===== src/hss_consts.vh =====
// register indices, field positions, codes and reset values
// for the two-channel hdlc status block; included by bare name
`ifndef HSS_CONSTS_VH
`define HSS_CONSTS_VH

// register indices; byte address is four times the index
`define HSS_IDX_STAT0 8'hCB
`define HSS_IDX_STAT1 8'hD3
`define HSS_IDX_RXDATA0 8'hC8
`define HSS_IDX_TXDATA0 8'hC9
`define HSS_IDX_RXDATA1 8'hD0
`define HSS_IDX_TXDATA1 8'hD1
`define HSS_IDX_GAP 8'hE8
`define HSS_IDX_INTSTAT 8'hF0
`define HSS_IDX_INTMASK 8'hF1

// channel status byte layout
`define HSS_ST_RXFULL 7
`define HSS_ST_TAGHI 6
`define HSS_ST_OVR 5
`define HSS_ST_TAGLO 4
`define HSS_ST_TXFULL 3
`define HSS_ST_CAUSEHI 2
`define HSS_ST_CAUSELO 1
`define HSS_ST_SHORT 0

// transmit data register: bit 8 marks the frame's final byte
`define HSS_TX_LAST 8

// receive tag codes
`define HSS_TAG_DATA 2'h0
`define HSS_TAG_ABORT 2'h1
`define HSS_TAG_GOOD 2'h2
`define HSS_TAG_BAD 2'h3

// transmit interrupt cause codes
`define HSS_CAUSE_EMPTY 2'h0
`define HSS_CAUSE_CRC 2'h1
`define HSS_CAUSE_ABORT 2'h2
`define HSS_CAUSE_CLOSE 2'h3

// flags between frames
`define HSS_GAP_ONE 2'h1
`define HSS_GAP_TWO 2'h2

// interrupt status bit bases (plus channel number)
`define HSS_INT_RX 0
`define HSS_INT_OVR 2
`define HSS_INT_TX 4
`define HSS_INT_END 6

// reset values
`define HSS_RST_MASK 8'h00
`define HSS_RST_GAP 2'h2

`endif


===== src/hss_rx_chan.v =====
// one-entry receive buffer of one channel with its tag and overrun
// assumes the frame engine pulses inValid once per received byte
`timescale 1ns/1ps
`include "hss_consts.vh"

module hss_rx_chan (
  // clock and reset
  input wire ref_clk,
  input wire rst_n,
  // from the frame engine
  input wire inValid,
  input wire [7:0] inData,
  input wire [1:0] inTag,
  input wire inShort,
  // from the bus: the buffer is read
  input wire pop,
  // buffer head and its status
  output reg full,
  output reg [7:0] data,
  output reg [1:0] tag,
  output reg short,
  output reg overrun
);

  // head entry: load on arrival, empty on read
  always @(posedge ref_clk) begin
    if (!rst_n) begin
      full <= 1'b0;
      data <= 8'h00;
      tag <= `HSS_TAG_DATA;
      short <= 1'b0;
      overrun <= 1'b0;
    end else begin
      if (inValid && (!full || pop)) begin
        full <= 1'b1;
        data <= inData;
        tag <= inTag;
        short <= inShort;
      end else if (pop) begin
        full <= 1'b0;
        tag <= `HSS_TAG_DATA;
        short <= 1'b0;
      end
      // new byte dropped when head not read; a read in the same cycle takes the byte and clears overrun
      if (inValid && full && !pop) begin
        overrun <= 1'b1;
      end else if (pop) begin
        overrun <= 1'b0;
      end
    end
  end

endmodule


===== src/hss_tx_chan.v =====
// transmit buffer, interrupt cause and flag spacing of one channel
// assumes the engine pulses take only while full, and one done at a time
`timescale 1ns/1ps
`include "hss_consts.vh"

module hss_tx_chan (
  // clock and reset
  input wire ref_clk,
  input wire rst_n,
  // from the bus
  input wire wrData,
  input wire [7:0] wrByte,
  input wire wrLast,
  input wire wrStat,
  // from the frame engine
  input wire take,
  input wire crcDone,
  input wire abortDone,
  input wire closeDone,
  // buffer and interrupt state
  output reg full,
  output reg [7:0] byteOut,
  output reg last,
  output reg pending,
  output reg [1:0] cause,
  output reg [1:0] gap
);

  reg skipClose;

  // buffer, pending cause and flag count
  always @(posedge ref_clk) begin
    if (!rst_n) begin
      full <= 1'b0;
      byteOut <= 8'h00;
      last <= 1'b0;
      pending <= 1'b0;
      cause <= `HSS_CAUSE_EMPTY;
      gap <= `HSS_RST_GAP;
      skipClose <= 1'b0;
    end else begin
      if (wrData) begin
        full <= 1'b1;
        byteOut <= wrByte;
        last <= wrLast;
        if (pending && cause == `HSS_CAUSE_CRC) begin
          gap <= `HSS_GAP_ONE;
          skipClose <= 1'b1;
        end else begin
          gap <= `HSS_GAP_TWO;
        end
      end else if (take) begin
        full <= 1'b0;
      end
      if (closeDone) begin
        skipClose <= 1'b0;
      end
      // events win over the clear in the same cycle
      if (take && !last) begin
        pending <= 1'b1;
        cause <= `HSS_CAUSE_EMPTY;
      end else if (crcDone) begin
        pending <= 1'b1;
        cause <= `HSS_CAUSE_CRC;
      end else if (abortDone) begin
        pending <= 1'b1;
        cause <= `HSS_CAUSE_ABORT;
      end else if (closeDone && !skipClose) begin
        pending <= 1'b1;
        cause <= `HSS_CAUSE_CLOSE;
      end else if (wrData || wrStat) begin
        pending <= 1'b0;
      end
    end
  end

endmodule


===== src/hss_status.v =====
// two-channel hdlc status block with an avalon-mm register slave
// assumes a frame engine per channel on the serial side, synchronous
// to ref_clk, and a bus master that holds requests through waitrequest
//
// How it works
// - byte buffered sets receive-full, requests interrupt
// - empty receive buffer withdraws receive request
// - bits 6,4 tag byte data/abort/good/bad
// - overrun set on overflow, cleared by read
// - transmitter takes non-final byte, interrupt requested
// - tx buffer or status write clears interrupt
// - cause 00 means transmit buffer empty
// - crc sent raises interrupt, cause 01
// - reply to crc interrupt: one flag, silent
// - abort finished raises interrupt, cause 10
// - closing flag cause 11, reply gets two flags
// - bit 0 marks short received byte
//
// Our own choice: the Avalon-MM slave port.
`timescale 1ns/1ps
`include "hss_consts.vh"

module hss_status (
  // clock and reset
  input wire ref_clk,
  input wire rst_n,
  // avalon-mm slave, word addressed
  input wire [7:0] avs_address,
  input wire avs_read,
  input wire avs_write,
  input wire [31:0] avs_writedata,
  output reg [31:0] avs_readdata,
  output reg avs_waitrequest,
  // receive side of the frame engines, one lane per channel
  input wire [1:0] rxValid,
  input wire [15:0] rxData,
  input wire [3:0] rxTag,
  input wire [1:0] rxShort,
  // transmit side of the frame engines
  input wire [1:0] txTake,
  input wire [1:0] txCrcDone,
  input wire [1:0] txAbortDone,
  input wire [1:0] txCloseDone,
  output wire [15:0] txData,
  output wire [1:0] txLast,
  output wire [1:0] txFull,
  output wire [3:0] flagGap,
  // interrupt requests
  output reg [1:0] chanIrq,
  output reg irq
);

  // bus handshake state
  wire busReq;
  wire busTake;
  wire rdTake;
  wire wrTake;

  // per-channel decoded strobes
  wire [1:0] popRx;
  wire [1:0] wrTx;
  wire [1:0] wrStat;

  // per-channel state from the channel modules
  wire [1:0] rxFull;
  wire [15:0] rxHead;
  wire [3:0] rxHeadTag;
  wire [1:0] rxHeadShort;
  wire [1:0] rxOverrun;
  wire [1:0] txPend;
  wire [3:0] txCause;
  wire [15:0] statByte;

  // interrupt bookkeeping
  reg [7:0] intStat;
  reg [7:0] intMask;
  reg [1:0] ovrPrev;
  reg [1:0] pendPrev;
  reg [7:0] next_intStat;
  wire [7:0] intEvent;
  wire intStatRead;

  // read data mux
  reg [31:0] next_readdata;

  // a request is taken on the edge where waitrequest is low
  assign busReq = avs_read || avs_write;
  assign busTake = busReq && !avs_waitrequest;
  assign rdTake = avs_read && !avs_waitrequest;
  assign wrTake = avs_write && !avs_waitrequest;

  // one wait state: low for one cycle after the request is seen
  always @(posedge ref_clk) begin
    if (!rst_n) begin
      avs_waitrequest <= 1'b1;
    end else if (busReq && avs_waitrequest) begin
      avs_waitrequest <= 1'b0;
    end else begin
      avs_waitrequest <= 1'b1;
    end
  end

  // strobes that hit each channel
  assign popRx[0] = rdTake && (avs_address == `HSS_IDX_RXDATA0);
  assign popRx[1] = rdTake && (avs_address == `HSS_IDX_RXDATA1);
  assign wrTx[0] = wrTake && (avs_address == `HSS_IDX_TXDATA0);
  assign wrTx[1] = wrTake && (avs_address == `HSS_IDX_TXDATA1);
  assign wrStat[0] = wrTake && (avs_address == `HSS_IDX_STAT0);
  assign wrStat[1] = wrTake && (avs_address == `HSS_IDX_STAT1);

  // one receive and one transmit engine front per channel
  genvar ch;
  generate
    for (ch = 0; ch < 2; ch = ch + 1) begin : gChan
      hss_rx_chan uRx (
        .ref_clk(ref_clk),
        .rst_n(rst_n),
        .inValid(rxValid[ch]),
        .inData(rxData[ch*8 +: 8]),
        .inTag(rxTag[ch*2 +: 2]),
        .inShort(rxShort[ch]),
        .pop(popRx[ch]),
        .full(rxFull[ch]),
        .data(rxHead[ch*8 +: 8]),
        .tag(rxHeadTag[ch*2 +: 2]),
        .short(rxHeadShort[ch]),
        .overrun(rxOverrun[ch])
      );

      hss_tx_chan uTx (
        .ref_clk(ref_clk),
        .rst_n(rst_n),
        .wrData(wrTx[ch]),
        .wrByte(avs_writedata[7:0]),
        .wrLast(avs_writedata[`HSS_TX_LAST]),
        .wrStat(wrStat[ch]),
        .take(txTake[ch]),
        .crcDone(txCrcDone[ch]),
        .abortDone(txAbortDone[ch]),
        .closeDone(txCloseDone[ch]),
        .full(txFull[ch]),
        .byteOut(txData[ch*8 +: 8]),
        .last(txLast[ch]),
        .pending(txPend[ch]),
        .cause(txCause[ch*2 +: 2]),
        .gap(flagGap[ch*2 +: 2])
      );

      // channel status byte; the written value of a status write is dropped
      assign statByte[ch*8 + `HSS_ST_RXFULL] = rxFull[ch];
      assign statByte[ch*8 + `HSS_ST_TAGHI] = rxHeadTag[ch*2 + 1];
      assign statByte[ch*8 + `HSS_ST_OVR] = rxOverrun[ch];
      assign statByte[ch*8 + `HSS_ST_TAGLO] = rxHeadTag[ch*2];
      assign statByte[ch*8 + `HSS_ST_TXFULL] = txFull[ch];
      assign statByte[ch*8 + `HSS_ST_CAUSEHI] = txCause[ch*2 + 1];
      assign statByte[ch*8 + `HSS_ST_CAUSELO] = txCause[ch*2];
      assign statByte[ch*8 + `HSS_ST_SHORT] = rxHeadShort[ch];

      // events: byte arrived, overrun began, transmit request rose, frame ended
      assign intEvent[`HSS_INT_RX + ch] = rxValid[ch];
      assign intEvent[`HSS_INT_OVR + ch] = rxOverrun[ch] && !ovrPrev[ch];
      assign intEvent[`HSS_INT_TX + ch] = txPend[ch] && !pendPrev[ch];
      assign intEvent[`HSS_INT_END + ch] = rxValid[ch] && rxTag[ch*2 + 1];
    end
  endgenerate

  // edge history for the level flags
  always @(posedge ref_clk) begin
    if (!rst_n) begin
      ovrPrev <= 2'h0;
      pendPrev <= 2'h0;
    end else begin
      ovrPrev <= rxOverrun;
      pendPrev <= txPend;
    end
  end

  // sticky status: a read clears, an event in the same cycle survives
  assign intStatRead = rdTake && (avs_address == `HSS_IDX_INTSTAT);

  always @* begin
    if (intStatRead) begin
      next_intStat = intEvent;
    end else begin
      next_intStat = intStat | intEvent;
    end
  end

  // sticky status and mask registers
  always @(posedge ref_clk) begin
    if (!rst_n) begin
      intStat <= 8'h00;
      intMask <= `HSS_RST_MASK;
    end else begin
      intStat <= next_intStat;
      if (wrTake && (avs_address == `HSS_IDX_INTMASK)) begin
        intMask <= avs_writedata[7:0];
      end
    end
  end

  // interrupt outputs: per-channel serial request and masked summary
  always @(posedge ref_clk) begin
    if (!rst_n) begin
      chanIrq <= 2'h0;
      irq <= 1'b0;
    end else begin
      chanIrq <= rxFull | txPend;
      irq <= |(next_intStat & intMask);
    end
  end

  // read decode; unmapped indices read zero
  always @* begin
    next_readdata = 32'h00000000;
    if (avs_address == `HSS_IDX_STAT0) begin
      next_readdata[7:0] = statByte[7:0];
    end else if (avs_address == `HSS_IDX_STAT1) begin
      next_readdata[7:0] = statByte[15:8];
    end else if (avs_address == `HSS_IDX_RXDATA0) begin
      next_readdata[7:0] = rxHead[7:0];
    end else if (avs_address == `HSS_IDX_RXDATA1) begin
      next_readdata[7:0] = rxHead[15:8];
    end else if (avs_address == `HSS_IDX_TXDATA0) begin
      next_readdata[7:0] = txData[7:0];
      next_readdata[`HSS_TX_LAST] = txLast[0];
    end else if (avs_address == `HSS_IDX_TXDATA1) begin
      next_readdata[7:0] = txData[15:8];
      next_readdata[`HSS_TX_LAST] = txLast[1];
    end else if (avs_address == `HSS_IDX_GAP) begin
      next_readdata[3:0] = flagGap;
    end else if (avs_address == `HSS_IDX_INTSTAT) begin
      next_readdata[7:0] = intStat;
    end else if (avs_address == `HSS_IDX_INTMASK) begin
      next_readdata[7:0] = intMask;
    end
  end

  // read data stands in the cycle waitrequest is low
  always @(posedge ref_clk) begin
    if (!rst_n) begin
      avs_readdata <= 32'h00000000;
    end else if (avs_read && avs_waitrequest) begin
      avs_readdata <= next_readdata;
    end else begin
      avs_readdata <= 32'h00000000;
    end
  end

endmodule


===== config.mk =====
export PLATFORM = sky130hd
export DESIGN_NAME = hss_status
export DESIGN_NICKNAME = d
export VERILOG_FILES = /design/src/hss_rx_chan.v /design/src/hss_tx_chan.v /design/src/hss_status.v
export VERILOG_INCLUDE_DIRS = /design/src /design/src/src
export SDC_FILE = /design/constraint.sdc
export NUM_CORES = 1
export LEC_CHECK = 0
export BUFFER_PORTS_ARGS = -buffer_cell sky130_fd_sc_hd__buf_2
export CAP_MARGIN = 10
export CELL_PAD_IN_SITES_DETAIL_PLACEMENT = 1
export CELL_PAD_IN_SITES_GLOBAL_PLACEMENT = 1
export CORE_MARGIN = 1.5
export CORE_UTILIZATION = 40
export DETAILED_ROUTE_END_ITERATION = 10
export PLACE_DENSITY = 0.95
export SYNTH_ARGS = -nofsm -noshare
export SYNTH_HDL_FRONTEND = slang
export SYNTH_SLANG_ARGS = --single-unit

===== constraint.sdc =====
create_clock -name ref_clk -period 5.4 [get_ports ref_clk]
set_input_delay 1.08 -clock ref_clk [delete_from_list [all_inputs] [get_ports ref_clk]]
set_output_delay 1.08 -clock ref_clk [all_outputs]
set_load 0.05 [all_outputs]

* After elaboration in Yosys (flattened, before gate mapping)
Cells that the tools add are included.
Cells by class: reduce and logical (&&, ||, !) cells 71, multiplexer cells 47, bitwise logic cells 5, equal/unequal tests 11
Operators by type and width (number):
- equality test 8 bit (second input constant) | 9
- 2-to-1 mux 8 bit | 8
- logical AND 1 bit | 30
- 2-to-1 mux 1 bit | 26
- 2-to-1 mux 2 bit | 10
- nonzero test 2 bit | 8
- zero test 1 bit | 13
- nonzero test 5 bit | 2
- 2-to-1 mux 9 bit | 1
- AND 8 bit | 1
- 2-to-1 mux 4 bit | 2
- OR 8 bit | 1
- OR reduction 2 bit | 4
- OR reduction 8 bit | 1
- AND reduction 2 bit | 3
- nonzero test 3 bit | 2
- OR reduction 3 bit | 2
- OR reduction 6 bit | 1
- logical OR 1 bit | 5
- equality test 2 x 1 -> 1 bit (second input constant) | 2
- NOT 1 bit | 2
- OR 2 bit | 1
Storage, ports and cells: flip-flop bits (word level) 114, output and inout port bits 60

* Logic depth before layout (Yosys ltp)
Gate-level depths: netlist of run 1.
word-level depth 10, mapped depth 8

* Hierarchy
From an unflattened synthesis of run 1, not the netlist that was laid out.
Unflattened totals: cells, all modules 482, area, all modules 4506.8 sq um
By module, submodules not included:
- hss_status | times used 1, area an instance 2214.6 sq um, cells each 254
- hss_tx_chan | times used 2, area an instance 611.8 sq um, cells each 57
- hss_rx_chan | times used 2, area an instance 534.3 sq um, cells each 57

* Least setup slack after synthesis of run 1
OpenSTA, ideal clock, no wires.
kind input port to flip-flop, start input port avs_address[0], end register gChan[0].uRx.short, data arrival time 2476 ps, cell stages on the path 6, data required time 5285 ps, setup slack 2808 ps, library setup time 115 ps, path buffers 1, cells stage by stage or4b_4 or3_4 a21o_1 buf_6 nand4_1 o21ai_2
Between the ends: cells in the longest elaborated chain, start to end 5
RTL lines:
- from (decl) | line hss_status.v:28 | input wire [7:0] avs_address,
- equality test 8 bit (no line) *
- logical AND 1 bit * | line hss_status.v:104 | assign popRx[0] = rdTake && (avs_address == `HSS_IDX_RXDATA0);
- logical OR 1 bit | line hss_rx_chan.v:34 | if (inValid && (!full || pop)) begin
- logical AND 1 bit | line hss_rx_chan.v:34
- 2-to-1 mux 1 bit / nonzero test 2 bit (equally long branches)
- to (signal assigned) | line hss_rx_chan.v:38 | short <= inShort;
- to (decl) | line hss_rx_chan.v:21 | output reg short,
Every way passes the cells marked *; elsewhere a longest branch is shown, timed or not. A chain may end at the register's enable or synchronous reset.

* Worst setup path in the final report of run 1
start input port avs_address[0], end register gChan[1].uTx.gap[1]
Between the ends: cells in the longest elaborated chain, start to end 2
RTL lines:
- equality test 8 bit (no line)
- logical AND 1 bit | line hss_status.v:107 | assign wrTx[1] = wrTake && (avs_address == `HSS_IDX_TXDATA1);
- to (signal assigned) | line hss_tx_chan.v:39 | gap <= `HSS_RST_GAP;
- to (signal assigned) | line hss_tx_chan.v:47 | gap <= `HSS_GAP_ONE;
- to (signal assigned) | line hss_tx_chan.v:50 | gap <= `HSS_GAP_TWO;
- to (decl) | line hss_tx_chan.v:26 | output reg [1:0] gap
No other way between the ends.

==> results.sh, run 1 <==
export IMPL_status="finished, final reports clean"
export IMPL_clock_sinks=91
export IMPL_via_count=4239
export IMPL_synth_area_leaders="dfxtp_1 (41%), nand2_1 (6.7%), a21boi_0 (4.6%)"
export IMPL_cp_cell_sequence="buf_2 -> nand3_1 -> or2_2 -> nor3_1 -> o21ai_0"
export IMPL_synth_top_area_cell="dfxtp_1"
export IMPL_critPathLaunch="avs_address[0]"
export IMPL_grt_usage_pct=24.8
export IMPL_power_density_nw_per_um2=284
export IMPL_ys_seq_elements=91
export IMPL_p_leak_nw=2.00
export IMPL_finalSetupViolCount=0
export IMPL_crit_arrival_ns=3.50
export IMPL_drt_antenna_violating_nets=0
export IMPL_critPathCapture="gChan[1].uTx.gap[1]"
export IMPL_post_layout_nonfiller_instances=754
export IMPL_fin_nets=686
export IMPL_peakVddDrop_uv=123
export IMPL_synth_warnings=0
export IMPL_worst_slack_ns=2.13
export IMPL_clock_skew_ns=0.00834
export IMPL_die_area_um2=11800
export IMPL_slew_headroom_pct=39.5
export IMPL_rsz0062_at_grt="no"
export IMPL_cts_clk_slew_worst_paths_ns=0.09
export IMPL_die_x_um=108
export IMPL_grt_ovfl_total=0
export IMPL_coreArea_um2=10800
export IMPL_cts_htree_levels=3
export IMPL_dp_hpwl_um=10600
export IMPL_port_buffers=89
export IMPL_critPathKind="primary input to flip-flop"
export IMPL_cp_required_ns=5.63
export IMPL_r2r_slack_ns=2.65
export IMPL_dp_cells=738
export IMPL_synth_cells=544
export IMPL_worst_pin_slew_ns=0.905
export IMPL_numCtsBuffers=9
export IMPL_grt_pass1_vias=4137
export IMPL_ios=136
export IMPL_netlist_area_leader_share_pct=40.9
export IMPL_syn_area_um2=4450
export IMPL_postSynth_asyncResetShare_pct=0
export IMPL_slew_viol_final=0
export IMPL_cts_root_buffer="clkbuf_8"
export IMPL_gp_congestion=0.920
export IMPL_r2r_start="avs_waitrequest"
export IMPL_r2r_end="gChan[1].uTx.gap[1]"
export IMPL_firstDrtPassIters=5
export IMPL_min_period_ns=3.27
export IMPL_ys_seq_area_share_pct=40.9
export IMPL_worst_setup_path_start_kind="primary input"
export IMPL_grt_pass1_wl_um=22000
export IMPL_endpoint_kind="flip-flop"
export IMPL_postCtsSetupBuffers=0
export IMPL_drive_gt1_share_pct=20.8
export IMPL_min_path_type="flip-flop to flip-flop"
export IMPL_cts_resized=0
export IMPL_holdBufCountCts=0
export IMPL_drcViolationCount=0
export IMPL_area_growth_pct=13.5
export IMPL_path_max_fanout=33
export IMPL_num_rows=38
export IMPL_max_stage_delay_ns=0.59
export IMPL_avgSynthCellArea_um2=8.18
export IMPL_tns_ns=0
export IMPL_grt_max_degree=100
export IMPL_max_freq_mhz=306
export IMPL_cts_tree="done"
export IMPL_drtIter0Drc=295
export IMPL_initial_core_util_pct=41.1
export IMPL_wl_per_cell_um=19.1
export IMPL_ys_types=56
export IMPL_synth_edf_count=0
export IMPL_clockBufferDepth=2
export IMPL_die_height_um=108
export IMPL_vias_per_cell=5.62
export IMPL_antenna_found_initial=0
export IMPL_synth_flop_cell="dfxtp_1"
export IMPL_cpMaxStageDelayCell="nor3_1"
export IMPL_clk_latency_ns=0.38
export IMPL_hold_viol=0
export IMPL_finalCritPeriodShare_pct=60.5
export IMPL_r2r_cells=5
export IMPL_wl_um=14400
export IMPL_place_ws_ns=1.78
export IMPL_diodes=0
export IMPL_max_cap_viol_count=0
through the flow:
step / hold WS, ns / instance area (um2) / power (mW) / utilization, %
finish: 0.478 / 5050 / 1.43 / 46.6
floorplan: 0.444 / 4530 / 0.854 / -
global route: 0.505 / 5050 / 1.48 / 46.6
CTS: 0.480 / 5040 / 1.43 / 46.5
global placement: 0.466 / 4810 / 0.886 / 44.4
detailed placement: 0.468 / 4810 / 0.894 / 44.4
final cells by class:
type | count | area (um2)
tap | 140 | 175
sequential | 91 | 1820
clock inverter | 5 | 103
clock buffer | 10 | 128
timing repair buffer | 91 | 460
multi-input combinational | 406 | 2320
fill | 1386 | 5790
inverter | 11 | 41.3
synthesized netlist by cell type, drive strengths merged, types with 2 or more instances:
master and count:
nand3b 5, a21boi 31, nor2 28, dfxtp 91, nor3 13, or2 5
and2 10, and3b 2, or4b 2, nand4 5, nand2b 6, o21a 7
a211oi 5, or3 5, o21ai 46, a22o 2, a32oi 2, buf 37
mux2i 8, a22oi 9, clkbuf 21, or4 2, a221oi 2, nor3b 5
o22ai 15, a21oi 30, nor2b 19, nand2 80, inv 11, nand3 23
report_power, final:
part	internal (mW)	leakage (nW)	total (mW)	switching (mW)
combinational	0.0509	1.14	0.171	0.120
clock	0.304	0.112	0.550	0.246
sequential	0.693	0.742	0.712	0.0193
total	1.05	2.00	1.43	0.385
how the worst min path moves through the flow:
stage / startpoint / to / slack (ns) / cells past startpoint
2_1_floorplan: gChan[1].uRx.data[5] / gChan[1].uRx.data[5] / 0.44 / 2
3_3_place_gp: gChan[1].uRx.short / gChan[1].uRx.short / 0.47 / 2
3_5_place_dp: gChan[1].uRx.short / gChan[1].uRx.short / 0.47 / 2
4_1_cts: gChan[1].uRx.short / gChan[1].uRx.short / 0.48 / 2
5_1_grt: gChan[0].uRx.data[1] / gChan[0].uRx.data[1] / 0.51 / 2
6_report: gChan[0].uRx.data[1] / gChan[0].uRx.data[1] / 0.48 / 2
placed cells by master (no fill, tap or decap), types with 5 or more instances in the layout:
master    instances
nand3b_1          5
o21ai_2          10
conb_1           23
nand2b_1          6
or2_2             5
nor2b_1          19
o22ai_1          15
nand3_1          23
a211oi_1          5
mux2i_1           8
nand2_1          80
a22oi_1           9
a21boi_0         27
nand4_1           5
nor3_1           12
a21oi_1          30
dfxtp_1          91
buf_2            89
inv_1            11
o21a_1            7
clkbuf_8          9
o21ai_0          35
nor2_1           27
and2_1           10
worst max-delay path: cells and delay by family:
kind / cells / cell delay [ns]
buffers and inverters: 1 / 0.53
AOI/OAI and AO/OA: 1 / 0.18
and+or+nand+nor: 3 / 1.68
registers in the layout, indices dropped and copies added (netlist names):
| register | cells |
|---|---|
| avs_readdata | 9 |
| gChan.uRx.tag | 4 |
| irq | 1 |
| gChan.uRx.full | 2 |
| intMask | 8 |
| intStat | 8 |
| gChan.uRx.overrun | 2 |
| chanIrq | 2 |
| gChan.uTx.last | 2 |
| gChan.uTx.cause | 4 |
| gChan.uTx.full | 2 |
| gChan.uTx.pending | 2 |
| gChan.uTx.gap | 4 |
| gChan.uRx.data | 16 |
| gChan.uTx.skipClose | 2 |
| pendPrev | 2 |
| gChan.uRx.short | 2 |
| avs_waitrequest | 1 |
| ovrPrev | 2 |
| gChan.uTx.byteOut | 16 |
metal layers:
layer / global-route usage, % / part of all wire [%] / vias to the layer above
met1: 30.6 / 43 / 2047
li1: - / - / 1994
met2: 41.1 / 48 / 163
met5: 0 / 0 / -
met4: 12.2 / 3.2 / 0
met3: 4.94 / 5.6 / 35
kinds of logic after synthesis:
| logic type | count (synthesis) | share of synthesized area, % |
|---|---|---|
| and+or+nand+nor | 215 | 24.9 |
| AOI/OAI and AO/OA | 160 | 23.6 |
| other | 1 | 0.0842 |
| buffers and inverters | 69 | 8.74 |
| DFF | 91 | 40.9 |
| muxes | 8 | 1.80 |
No activity file was read; power rests on OpenSTA's default activity.
==> run 2: changes to the inputs <==
--- a/config.mk
+++ b/config.mk
@@ -11,9 +11,9 @@
 export CELL_PAD_IN_SITES_DETAIL_PLACEMENT = 1
 export CELL_PAD_IN_SITES_GLOBAL_PLACEMENT = 1
 export CORE_MARGIN = 1.5
-export CORE_UTILIZATION = 40
+export CORE_UTILIZATION = 34
 export DETAILED_ROUTE_END_ITERATION = 10
-export PLACE_DENSITY = 0.95
+export PLACE_DENSITY = 0.87
 export SYNTH_ARGS = -nofsm -noshare
 export SYNTH_HDL_FRONTEND = slang
 export SYNTH_SLANG_ARGS = --single-unit
==> constraint.sdc (replaced) <==
create_clock -name ref_clk -period 2.9 [get_ports ref_clk]
set_input_delay 0.58 -clock ref_clk [delete_from_list [all_inputs] [get_ports ref_clk]]
set_output_delay 0.58 -clock ref_clk [all_outputs]
set_load 0.05 [all_outputs]
==> run 2 against run 1 <==
Effect of this change: utilization fell by 5.3 points; hold slack got worse by 0.067 ns; sequential share of layout area fell by 1.4 points; critical path depth rose by 1; routed wire length rose by 3.4%; clock power rose by 120%; register-to-register slack got worse by 2.0 ns; design area rose by 4.0%; worst setup slack got worse by 1.5 ns.
==> results.sh, run 2 (synthesis gave the netlist of run 1 again) <==
export IMPL_path_max_fanout=20
export IMPL_grt_pass1_vias=4557
export IMPL_cpMaxStageDelayCell="or4b_4"
export IMPL_initial_core_util_pct=35.0
export IMPL_worst_pin_slew_ns=0.773
export IMPL_finalCritPeriodShare_pct=79.7
export IMPL_cts_resized=0
export IMPL_hold_path_end="gChan[0].uTx.skipClose"
export IMPL_firstDrtPassIters=5
export IMPL_die_height_um=117
export IMPL_antenna_found_initial=0
export IMPL_multi_input_area_um2=2320
export IMPL_r2r_cells=5
export IMPL_max_stage_delay_ns=0.57
export IMPL_cts_tree="done"
export IMPL_crit_arrival_ns=2.51
export IMPL_grt_ovfl_total=0
export IMPL_r2r_slack_ns=0.68
export IMPL_cts_root_buffer="clkbuf_16"
export IMPL_drtIter0Drc=271
export IMPL_die_x_um=117
export IMPL_power_density_nw_per_um2=546
export IMPL_via_count=4351
export IMPL_numCtsBuffers=9
export IMPL_cp_top_family="simple AND/OR/NAND/NOR gates"
export IMPL_reg_top3="gChan.uRx.data x16, gChan.uTx.byteOut x16, avs_readdata x9"
export IMPL_post_layout_nonfiller_instances=795
export IMPL_holdBufCountCts=0
export IMPL_cp_required_ns=3.10
export IMPL_max_freq_mhz=432
export IMPL_drt_antenna_violating_nets=0
export IMPL_layout_commonest_cell="dfxtp_1"
export IMPL_worst_setup_path_start_kind="primary input"
export IMPL_min_period_ns=2.31
export IMPL_dp_hpwl_um=11300
export IMPL_fin_nets=695
export IMPL_die_area_um2=13800
export IMPL_clk_latency_ns=0.34
export IMPL_dp_cells=780
export IMPL_gp_congestion=0.926
export IMPL_cts_htree_levels=3
export IMPL_slew_viol_final=0
export IMPL_wl_um=14900
export IMPL_clock_sinks=91
export IMPL_critPathKind="primary input to flip-flop"
export IMPL_diodes=0
export IMPL_max_cap_viol_count=0
export IMPL_finalSetupViolCount=0
export IMPL_min_delay_start="txCloseDone[0]"
export IMPL_num_rows=41
export IMPL_ios=136
export IMPL_cp_num_buf_inv=1
export IMPL_endpoint_kind="flip-flop"
export IMPL_p_leak_nw=2.08
export IMPL_cp_cell_sequence="buf_2 -> or4b_4 -> or3_4 -> a21o_1 -> nand4_1 -> o21ai_2"
export IMPL_mostFrequentLayoutCells="dfxtp_1 (91), buf_2 (89), nand2_1 (80), o21ai_0 (36), a21oi_1 (30)"
export IMPL_r2r_start="avs_waitrequest"
export IMPL_seqCellArea_um2=1820
export IMPL_slew_headroom_pct=48.5
export IMPL_status="finished, final reports clean"
export IMPL_tns_ns=0
export IMPL_r2r_end="gChan[0].uRx.tag[0]"
export IMPL_grt_pass1_wl_um=23600
export IMPL_rsz0062_at_grt="no"
export IMPL_num_fill_cells=1605
export IMPL_clock_skew_ns=0.00819
export IMPL_critPathLaunch="avs_address[0]"
export IMPL_drive_gt1_share_pct=22.2
export IMPL_vias_per_cell=5.47
export IMPL_drcViolationCount=0
export IMPL_grt_max_degree=72
export IMPL_port_buffers=89
export IMPL_clockBufferDepth=2
export IMPL_grt_usage_pct=21.7
export IMPL_wl_per_cell_um=18.7
export IMPL_hold_viol=0
export IMPL_cts_clk_slew_worst_paths_ns=0.06
export IMPL_min_path_type="primary input to flip-flop"
export IMPL_postCtsSetupBuffers=0
export IMPL_hold_depth=2
export IMPL_area_growth_pct=18.0
export IMPL_peakVddDrop_uv=254
export IMPL_coreArea_um2=12700
[run 2: cell count changes in the layout (fill, tap and decap cells not counted), sizes merged]
cell	previous run	this run
bufinv	3	1
clkbuf	10	12
buf	91	100
[run 2: power breakdown]
group          internal [mW]  switching, mW
Combinational         0.0995          0.222
Clock                  0.735          0.484
Sequential              1.29         0.0378
Total                   2.13          0.744
[run 2: worst max-delay path by stage]
stage                           end  slack [ns]  depth (start not counted)
2_1_floorplan    gChan[0].uRx.short        0.81                          6
3_3_place_gp     gChan[0].uRx.short        0.29                          6
3_5_place_dp    gChan[0].uRx.tag[0]        0.26                          6
4_1_cts        gChan[0].uRx.data[5]        0.61                          6
5_1_grt         gChan[0].uRx.tag[0]        0.49                          6
6_report        gChan[0].uRx.tag[0]        0.59                          6
[run 2: final cells by class]
type	instances	share of cell area, %
Clock buffer	12	5.07
Clock inverter	3	0.881
Inverter	11	0.786
Multi-Input combinational cell	406	44.2
Sequential cell	91	34.7
Tap cell	172	4.10
Timing Repair Buffer	100	10.3
[run 2: worst register-to-register path, cell delays in order (launching register included)]
cell and delay, ns:
dfxtp_1 0.37, or4b_4 0.52, or3_4 0.42, a21o_1 0.47, nand4_1 0.24, o21ai_2 0.07
[run 2: routing by layer]
metal  vias up  GRT usage [%]  share of wire (%)
met1      2141           26.1                 43
met4         0           10.1                3.7
li1       2008              -                  -
met5         -              0                  0
met2       163           37.0                 48
met3        39           4.33                5.4
[run 2: per-stage QoR]
stage | utilization [%] | power, mW | area [um2] | hold WS (ns) | setup slack [ns]
detailed placement | 38.8 | 1.67 | 4940 | 0.477 | 0.257
global placement | 38.8 | 1.66 | 4940 | 0.464 | 0.295
floorplan | - | 1.59 | 4530 | 0.444 | 0.808
CTS | 41.3 | 2.87 | 5260 | 0.409 | 0.609
finish | 41.3 | 2.87 | 5260 | 0.411 | 0.587
global route | 41.3 | 2.96 | 5260 | 0.411 | 0.493
